<file path="src/shared/fkp_pkg.sv">
// Constants, opcodes and register map of the flag and key port block.
// Assumes one 100 MHz clock shared by the core, the bus and this block.
package fkp_pkg;

    // ============================================================
    // Register map
    localparam logic [7:0] FKP_OFS_SCAN   = 8'h00;
    localparam logic [7:0] FKP_OFS_KEYIN  = 8'h04;
    localparam logic [7:0] FKP_OFS_TMRCTL = 8'h08;
    localparam logic [7:0] FKP_OFS_MODE   = 8'h0C;
    localparam logic [7:0] FKP_OFS_FLAGS  = 8'h10;
    localparam logic [7:0] FKP_ADDR_MASK  = 8'hFC;

    // ============================================================
    // Reset values and writable masks
    localparam logic [7:0] FKP_RST_SCAN   = 8'hFF;
    localparam logic [7:0] FKP_RST_TMRCTL = 8'h03;
    localparam logic [7:0] FKP_RST_MODE   = 8'h26;
    localparam logic [7:0] FKP_WMASK_TMR  = 8'h3F;
    localparam logic [7:0] FKP_WMASK_MODE = 8'h37;

    // ============================================================
    // Mode register fields
    localparam int FKP_MODE_S0_IN   = 0;
    localparam int FKP_MODE_SCANOUT = 1;
    localparam int FKP_MODE_SPECIAL_IO_INDICATOR  = 2;
    localparam int FKP_MODE_S_PD    = 4;
    localparam int FKP_MODE_KI_PD   = 5;

    // ============================================================
    // Flags register fields
    localparam int FKP_FLG_STATUS  = 0;
    localparam int FKP_FLG_CARRY   = 1;
    localparam int FKP_FLG_STANDBY = 2;

    // ============================================================
    // Test operand encodings and accumulator constants
    localparam int         FKP_TST_SPECIAL = 3;
    localparam logic [2:0] FKP_TST_KI_A    = 3'h0;
    localparam logic [2:0] FKP_TST_KI_B    = 3'h3;
    localparam logic [2:0] FKP_TST_KI_C    = 3'h6;
    localparam logic [2:0] FKP_TST_TIMER   = 3'h5;
    localparam int         FKP_ACC_MSB     = 3;
    localparam logic [3:0] FKP_ACC_FULL    = 4'hF;
    localparam logic [1:0] FKP_LOW_ONES    = 2'h3;

    // ============================================================
    // Bus answers
    localparam logic [1:0] FKP_RESP_OKAY   = 2'h0;
    localparam logic [1:0] FKP_RESP_SLVERR = 2'h2;

    typedef enum logic [3:0] {
        FKP_OP_NONE, FKP_OP_TEST, FKP_OP_HALT, FKP_OP_AND, FKP_OP_XOR,
        FKP_OP_OR, FKP_OP_RL, FKP_OP_RLZ, FKP_OP_INC, FKP_OP_SET_CARRY_ADD_OP,
        FKP_OP_MOV, FKP_OP_IN
    } fkp_op_t;

    typedef enum logic {
        FKP_RUN_ACTIVE, FKP_RUN_STANDBY
    } fkp_run_t;

endpackage

</file>
<file path="src/verilog/fkp_sync.sv">
// Two-stage synchroniser for a group of pin levels.
// Assumes each bit is an independent level; no bus coherence is promised.
`timescale 1ns/10ps
module fkp_sync #(
    parameter int W = 1
) (
    input  wire logic         core_clk, // System clock
    input  wire logic         nrst,     // Synchronous reset, active low
    input  wire logic [W-1:0] async_in, // Pin levels
    output logic      [W-1:0] sync_out  // Levels after two flops
);

    typedef struct packed {
        logic [W-1:0] stage1;
        logic [W-1:0] stage2;
    } fkp_sync_state_t;

    fkp_sync_state_t st_q;
    fkp_sync_state_t st_d;

    // ============================================================
    // Next state
    always_comb begin
        st_d        = st_q;
        st_d.stage1 = async_in;
        st_d.stage2 = st_q.stage1;
        if (!nrst) begin
            st_d = '0;
        end
    end

    always_ff @(posedge core_clk) begin
        st_q <= st_d;
    end

    assign sync_out = st_q.stage2;

endmodule

</file>
<file path="src/verilog/fkp_top.sv">
// Status and carry flags, port registers and key-scan port with AXI4-Lite access.
// Assumes core opcode strobes and timer status arrive on core_clk; pins are async.
`timescale 1ns/10ps
module fkp_top
    import fkp_pkg::*;
(
    input  wire logic        core_clk,        // System clock, 100 MHz
    input  wire logic        nrst,            // Synchronous reset, active low
    // Core instruction side
    input  wire logic        op_valid,        // One-cycle instruction strobe
    input  wire fkp_op_t     op_code,         // Executed instruction kind
    input  wire logic [3:0]  op_operand,      // Instruction operand
    input  wire logic [3:0]  acc_value,       // Accumulator before the instruction
    input  wire logic        timer_zero,      // Timer down counter is zero
    input  wire logic        release_cond,    // Standby release condition
    input  wire logic        indicator_level, // Level for indicator pin in output mode
    output logic             status_flag,     // Status flag
    output logic             carry_bit,       // Carry flag
    output logic             standby,         // Core held in standby
    output logic [7:0]       carrier_ctl,     // Timer and carrier control bits
    // Pins
    input  wire logic [3:0]  key_input_pins,  // Key inputs
    input  wire logic [7:0]  scan_in,         // Key-scan pin levels
    output logic      [7:0]  scan_out,        // Key-scan drive value
    output logic      [7:0]  scan_oe,         // Key-scan drive enable
    output logic             scan_pd_en,      // Key-scan pull-down enable
    output logic             ki_pd_en,        // Key input pull-down enable
    input  wire logic        special_input_zero,   // Special input pin 0
    output logic             s0_pd_en,        // Special input 0 pull-down
    input  wire logic        special_io_in,   // Indicator pin level
    output logic             special_io_out,  // Indicator pin drive value
    output logic             special_io_oe,   // Indicator pin drive enable
    output logic             s1_pd_en,        // Indicator pin pull-down
    // AXI4-Lite slave
    input  wire logic [7:0]  s_axi_awaddr,    // Write address
    input  wire logic        s_axi_awvalid,   // Write address valid
    output logic             s_axi_awready,   // Write address ready
    input  wire logic [31:0] s_axi_wdata,     // Write data
    input  wire logic [3:0]  s_axi_wstrb,     // Write byte strobes
    input  wire logic        s_axi_wvalid,    // Write data valid
    output logic             s_axi_wready,    // Write data ready
    output logic [1:0]       s_axi_bresp,     // Write response
    output logic             s_axi_bvalid,    // Write response valid
    input  wire logic        s_axi_bready,    // Write response ready
    input  wire logic [7:0]  s_axi_araddr,    // Read address
    input  wire logic        s_axi_arvalid,   // Read address valid
    output logic             s_axi_arready,   // Read address ready
    output logic [31:0]      s_axi_rdata,     // Read data
    output logic [1:0]       s_axi_rresp,     // Read response
    output logic             s_axi_rvalid,    // Read data valid
    input  wire logic        s_axi_rready     // Read data ready
);

    typedef struct packed {
        fkp_run_t    run;
        logic        status_flag;
        logic        carry_bit;
        logic [7:0]  scan_latch;
        logic [7:0]  timer_ctl;
        logic [7:0]  mode_ctl;
        logic        aw_done;
        logic [7:0]  aw_addr;
        logic        w_done;
        logic [7:0]  w_byte;
        logic        w_strb0;
        logic        bvalid;
        logic [1:0]  bresp;
        logic        rvalid;
        logic [31:0] rdata;
        logic [1:0]  rresp;
    } fkp_state_t;

    fkp_state_t st_q;
    fkp_state_t st_d;

    logic [3:0] ki_s;
    logic [7:0] scan_s;
    logic       s0_s;
    logic       s1_s;
    logic       s0_read;
    logic       low_cond;
    logic       spec_cond;
    logic       test_cond;
    logic       active_op;
    logic [7:0] scan_read;
    logic [7:0] keyin_read;
    logic [7:0] flags_read;
    logic [7:0] waddr;
    logic [7:0] raddr;

    // ============================================================
    // Pin synchronisers
    fkp_sync #(
        .W (14)
    ) u_pin_sync (
        .core_clk (core_clk),
        .nrst     (nrst),
        .async_in ({key_input_pins, scan_in, special_input_zero, special_io_in}),
        .sync_out ({ki_s, scan_s, s0_s, s1_s})
    );

    // ============================================================
    // Test condition
    // Off-mode pin floats: it reads as one in the key input view but never satisfies the test
    assign s0_read   = st_q.mode_ctl[FKP_MODE_S0_IN] ? s0_s : 1'b1;
    assign spec_cond = (st_q.mode_ctl[FKP_MODE_S0_IN] & s0_s) | s1_s;

    always_comb begin
        low_cond = 1'b0;
        if (op_operand[2:0] == FKP_TST_KI_A || op_operand[2:0] == FKP_TST_KI_B ||
            op_operand[2:0] == FKP_TST_KI_C) begin
            low_cond = |ki_s;
        end else if (op_operand[2:0] == FKP_TST_TIMER) begin
            low_cond = timer_zero;
        end
    end

    assign test_cond = low_cond | (op_operand[FKP_TST_SPECIAL] & spec_cond);
    assign active_op = op_valid && st_q.run == FKP_RUN_ACTIVE;

    // ============================================================
    // Register read views
    assign scan_read  = st_q.mode_ctl[FKP_MODE_SCANOUT] ? st_q.scan_latch : scan_s;
    assign keyin_read = {ki_s, s1_s, s0_read, FKP_LOW_ONES};
    assign flags_read = {5'h00, st_q.run == FKP_RUN_STANDBY, st_q.carry_bit,
                         st_q.status_flag};
    assign waddr      = st_q.aw_addr & FKP_ADDR_MASK;
    assign raddr      = s_axi_araddr & FKP_ADDR_MASK;

    // ============================================================
    // Next state
    always_comb begin
        st_d = st_q;

        // Flags and standby
        case (st_q.run)
            FKP_RUN_ACTIVE: begin
                if (op_valid) begin
                    case (op_code)
                        FKP_OP_TEST: st_d.status_flag = test_cond;
                        FKP_OP_HALT: begin
                            if (release_cond) begin
                                st_d.status_flag = 1'b1;
                            end else if (st_q.status_flag) begin
                                st_d.status_flag = 1'b0;
                            end else begin
                                st_d.run = FKP_RUN_STANDBY;
                            end
                        end
                        FKP_OP_AND, FKP_OP_XOR: begin
                            st_d.carry_bit = acc_value[FKP_ACC_MSB] &
                                             op_operand[FKP_ACC_MSB];
                        end
                        FKP_OP_RL, FKP_OP_RLZ: begin
                            st_d.carry_bit = acc_value[FKP_ACC_MSB];
                        end
                        FKP_OP_INC, FKP_OP_SET_CARRY_ADD_OP: begin
                            st_d.carry_bit = (acc_value == FKP_ACC_FULL);
                        end
                        FKP_OP_OR: st_d.carry_bit = 1'b0;
                        FKP_OP_MOV, FKP_OP_IN: st_d.carry_bit = 1'b0;
                        default: ;
                    endcase
                end
            end
            FKP_RUN_STANDBY: begin
                // Core is stalled here, so strobes are ignored
                if (release_cond) begin
                    st_d.run         = FKP_RUN_ACTIVE;
                    st_d.status_flag = 1'b1;
                end
            end
            default: st_d.run = FKP_RUN_ACTIVE;
        endcase

        // Write address and data, taken in either order
        if (s_axi_awvalid && s_axi_awready) begin
            st_d.aw_done = 1'b1;
            st_d.aw_addr = s_axi_awaddr;
        end
        if (s_axi_wvalid && s_axi_wready) begin
            st_d.w_done  = 1'b1;
            st_d.w_byte  = s_axi_wdata[7:0];
            st_d.w_strb0 = s_axi_wstrb[0];
        end
        if (st_q.aw_done && st_q.w_done && !st_q.bvalid) begin
            st_d.aw_done = 1'b0;
            st_d.w_done  = 1'b0;
            st_d.bvalid  = 1'b1;
            st_d.bresp   = FKP_RESP_OKAY;
            if (waddr == FKP_OFS_SCAN) begin
                if (st_q.w_strb0) begin
                    st_d.scan_latch = st_q.w_byte;
                end
            end else if (waddr == FKP_OFS_TMRCTL) begin
                if (st_q.w_strb0) begin
                    st_d.timer_ctl = st_q.w_byte & FKP_WMASK_TMR;
                end
            end else if (waddr == FKP_OFS_MODE) begin
                if (st_q.w_strb0) begin
                    st_d.mode_ctl = st_q.w_byte & FKP_WMASK_MODE;
                end
            end else if (waddr == FKP_OFS_KEYIN || waddr == FKP_OFS_FLAGS) begin
                // Read-only: write ignored
                st_d.bresp = FKP_RESP_OKAY;
            end else begin
                st_d.bresp = FKP_RESP_SLVERR;
            end
        end else if (st_q.bvalid && s_axi_bready) begin
            st_d.bvalid = 1'b0;
        end

        // Read
        if (s_axi_arvalid && s_axi_arready) begin
            st_d.rvalid = 1'b1;
            st_d.rresp  = FKP_RESP_OKAY;
            st_d.rdata  = '0;
            if (raddr == FKP_OFS_SCAN) begin
                st_d.rdata[7:0] = scan_read;
            end else if (raddr == FKP_OFS_KEYIN) begin
                st_d.rdata[7:0] = keyin_read;
            end else if (raddr == FKP_OFS_TMRCTL) begin
                st_d.rdata[7:0] = st_q.timer_ctl;
            end else if (raddr == FKP_OFS_MODE) begin
                st_d.rdata[7:0] = st_q.mode_ctl;
            end else if (raddr == FKP_OFS_FLAGS) begin
                st_d.rdata[7:0] = flags_read;
            end else begin
                st_d.rresp = FKP_RESP_SLVERR;
            end
        end else if (st_q.rvalid && s_axi_rready) begin
            st_d.rvalid = 1'b0;
        end

        if (!nrst) begin
            st_d            = '0;
            st_d.run        = FKP_RUN_ACTIVE;
            st_d.scan_latch = FKP_RST_SCAN;
            st_d.timer_ctl  = FKP_RST_TMRCTL;
            st_d.mode_ctl   = FKP_RST_MODE;
        end
    end

    always_ff @(posedge core_clk) begin
        st_q <= st_d;
    end

    // ============================================================
    // Outputs
    assign status_flag    = st_q.status_flag;
    assign carry_bit      = st_q.carry_bit;
    assign standby        = (st_q.run == FKP_RUN_STANDBY);
    assign carrier_ctl    = st_q.timer_ctl;
    assign scan_out       = st_q.scan_latch;
    assign scan_oe        = {8{st_q.mode_ctl[FKP_MODE_SCANOUT]}};
    assign scan_pd_en     = ~st_q.mode_ctl[FKP_MODE_SCANOUT];
    assign ki_pd_en       = st_q.mode_ctl[FKP_MODE_KI_PD];
    assign s0_pd_en       = st_q.mode_ctl[FKP_MODE_S_PD] & st_q.mode_ctl[FKP_MODE_S0_IN];
    assign s1_pd_en       = st_q.mode_ctl[FKP_MODE_S_PD] & ~st_q.mode_ctl[FKP_MODE_SPECIAL_IO_INDICATOR];
    assign special_io_oe  = st_q.mode_ctl[FKP_MODE_SPECIAL_IO_INDICATOR];
    assign special_io_out = indicator_level;

    // Writes stall until the previous answer is taken
    assign s_axi_awready  = ~st_q.aw_done & ~st_q.bvalid;
    assign s_axi_wready   = ~st_q.w_done & ~st_q.bvalid;
    assign s_axi_bvalid   = st_q.bvalid;
    assign s_axi_bresp    = st_q.bresp;
    assign s_axi_arready  = ~st_q.rvalid;
    assign s_axi_rvalid   = st_q.rvalid;
    assign s_axi_rdata    = st_q.rdata;
    assign s_axi_rresp    = st_q.rresp;
endmodule
</file>
<file path="config.mk">
export PLATFORM = sky130hd
export DESIGN_NAME = fkp_top
export DESIGN_NICKNAME = d
export VERILOG_FILES = /design/src/shared/fkp_pkg.sv /design/src/verilog/fkp_sync.sv /design/src/verilog/fkp_top.sv
export SDC_FILE = /design/constraint.sdc
export NUM_CORES = 1
export LEC_CHECK = 0
export ABC_CLOCK_PERIOD_IN_PS = 1500
export BUFFER_PORTS_ARGS = -buffer_cell sky130_fd_sc_hd__buf_2
export CAP_MARGIN = 0
export CORE_MARGIN = 8
export CORE_UTILIZATION = 43
export CTS_CLUSTER_SIZE = 8
export DETAILED_ROUTE_END_ITERATION = 10
export HOLD_SLACK_MARGIN = 0.12
export PLACE_DENSITY_LB_ADDON = 0.05
export SYNTH_ARGS = -nofsm -noshare
export SYNTH_HDL_FRONTEND = slang
export SYNTH_SLANG_ARGS = --single-unit
</file>
<file path="constraint.sdc">
create_clock -name core_clk -period 1.5 [get_ports core_clk]
set_input_delay 0.225 -clock core_clk [delete_from_list [all_inputs] [get_ports core_clk]]
set_output_delay 0.225 -clock core_clk [all_outputs]
set_load 0.02 [all_outputs]
</file>
==> flow_summary.ini <==
[floorplan]
die_height_um = 108.3
start_util = 0.4436
pin_count = 163
coreArea_um2 = 8258
die_w_um = 108.3
die-area_um2 = 11730
num_rows = 33

[setup_path]
cp-start-kind = register
cp_slowest_cell = mux4_2
cpLargestDelayFamily = multiplexers
worstPathCellList = mux2_4 -> mux4_2 -> a32o_1
crit_required_ns = 1.74
worst-path-max-fanout = 5
crit_buf_inv = 0
slowest_delay_ns = 0.46
crit_type = register to register
ff2ff_setup_slack_ns = 0.03
arrival_ns = 1.70
crit_path_end_kind = register

[synthesis]
ys_seq_area_frac = 0.4317
ys_top_cells_by_count = 79 x dfxtp_1, 61 x buf_4, 47 x nand2_1
synthDistinctLibCells = 49
syn_area_um2 = 3664
synth.largest_area_cell = dfxtp_1
synth.area.top_cells = dfxtp_1 43%, buf_4 13%, mux2i_1 6.3%
synth-seq-cells = 79
synth_most_common_cell = dfxtp_1
synthArstFlopShare = 0
synth_top_area_frac = 0.4317
synth_area_per_cell_um2 = 9.370
synth-main-ff-cell = dfxtp_1
ys_warn_count = 0
synth_cells = 391
synth_edf_count = 0

[finish]
antenna_cells = 0
syn_to_final_growth_pct = 21.86
final_layout_size_suffix_gt1_frac = 0.2974
post-route-util = 0.5406
fin_nets = 575
fillers = 801

[timing]
finalCritPeriodShare = 0.9771
timing.fmax_mhz = 682.3
skew_ns = 0.006677
finalCriticalPeriod_ns = 1.466
hold_viol = 0
hold_slack_ns = 0.1393
maxSlewViolCount = 0
worst_slack_ns = 0.03440
fin_tns_setup_ns = 0
setup_viol = 0
grt_setup_unrepaired = true

[job]
cap_viol_max_count = 0

[clocking]
cts_made_buffers = 9
cts_tree = yes
path_clk_slew_ns = 0.08
clockRootBuffer = clkbuf_8
clockBufferDepth = 2
numClockSinks = 79
clock_latency_ns = 0.34
cts_max_level = 3

[grt]
grt_overflow = 0
grt_pass1_wl_mm = 13.40
grt_pass1_vias = 2722
grt.total_usage = 0.1448
grt_antenna_before_repair = 0
grt_max_degree = 81

[power]
p_per_area_nw_per_um2 = 1099
ir_drop_v = 0.0007113
power.total_uw = 4904
p_leak_uw = 0.002056

[routing]
drt_wl_total_mm = 8.546
post_drt_wl_per_cell_um = 14.34
drt_iter0_drc = 106
drc = 0
firstDrtPassIters = 4
ant_nets = 0
dr_total_vias = 2786
viasPerCell = 4.674

[placed_design]
dpl.hpwl_mm = 6.399
port-buffer-count = 101
gp_congestion = 0.7573
place_ws_ns = 0.03264

[run_status]
status = finished, final reports clean

[min_path]
hold_class = input port to register
==> layout by cell type, fill, tap and decap left out, types with 4 or more instances in the layout <==
cell type and instances:
buf_2 100, dfxtp_1 78, nand2_1 47, and2_1 33, conb_1 28, mux2i_1 23
dlygate4sd3_1 22, o21ai_0 14, nor2b_1 13, buf_4 12, nand3_1 10, a21boi_0 10
a21oi_1 9, clkbuf_8 9, inv_1 8, nor2_1 6, a211oi_1 5, a32o_1 4
o31ai_1 4, bufinv_16 4
==> area by class of cell <==
| type | instances | area [um2] | share of cell area |
|---|---|---|---|
| flip-flops and latches | 79 | 1585 | 0.3551 |
| clock buffers | 10 | 148.9 | 0.03335 |
| repair buffers | 136 | 842.1 | 0.1886 |
| inverters | 8 | 30.03 | 0.006726 |
| multi-input cells | 252 | 1589 | 0.3559 |
| clock inverters | 6 | 137.6 | 0.03083 |
| well taps | 105 | 131.4 | 0.02943 |
==> stage by stage <==
| stage | cell area, um2 | instances |
|---|---|---|
| 6_report | 4464 | 596 |
| 5_1_grt | 4464 | 596 |
| 4_1_cts | 4443 | 595 |
| 3_5_place_dp | 3934 | 557 |
| 3_3_place_gp | 3934 | 557 |
| 2_1_floorplan | 3770 | 418 |
==> report_power, final <==
part | switching [uW] | leakage [uW] | internal (uW)
logic | 286 | 0.00127 | 229
clock network | 786 | 0.000142 | 1380
registers | 46.8 | 0.000647 | 2170
==> kinds of logic (layout without fill, tap and decap cells) <==
family	Yosys count	after routing	synth area share
simple gates	131	131	0.1923
buf+inv	87	160	0.1650
flops	79	79	0.4317
compound gates	62	62	0.1158
mux	29	29	0.08948
xor+xnor	2	2	0.004782
other cells	1	28	0.001024
==> layer usage <==
layer,share of wire,wire (um),GRT usage,vias up
met5,0,0,0,-
met2,0.47,3982,0.2345,85
met1,0.44,3722,0.1760,1265
li1,-,-,-,1434
met4,0.0036,31,0.03519,0
met3,0.095,809,0.05770,2
==> repair_timing <==
action	in CTS	in global routing
setup buffers	0	1
endpoints found under the hold margin	21	0
pin swaps	0	0
resized for setup	1	5
setup endpoints to repair	1	15
hold buffers	22	0
==> sequential cells by signal, indices dropped and copies added, names as in the netlist, 6 cells and up <==
signal,count
carrier_ctl,6
st_q,19
u_pin_sync.sync_out,14
scan_out,8
s_axi_rdata,8
u_pin_sync.st_q,14
==> worst register-to-register path: stages, from the launching register on <==
cell and delay (ns):
dfxtp_4 0.40, mux2_4 0.30, mux4_2 0.46, a32o_1 0.21
==> final timing paths <==
path	startpoint	to	cells after the start
worst max-delay path	scan_oe[0]$_SDFFE_PN1P_	s_axi_rdata[5]$_SDFFE_PN0P_	3
worst min-delay path	s_axi_wdata[4]	st_q[43]$_SDFFE_PN0P_	3
worst max register to register	scan_oe[0]$_SDFFE_PN1P_	s_axi_rdata[5]$_SDFFE_PN0P_	3
worst min register to register	u_pin_sync.st_q[18]$_SDFF_PN0_	u_pin_sync.sync_out[4]$_SDFF_PN0_	1
(Power assumes the default switching activity.)
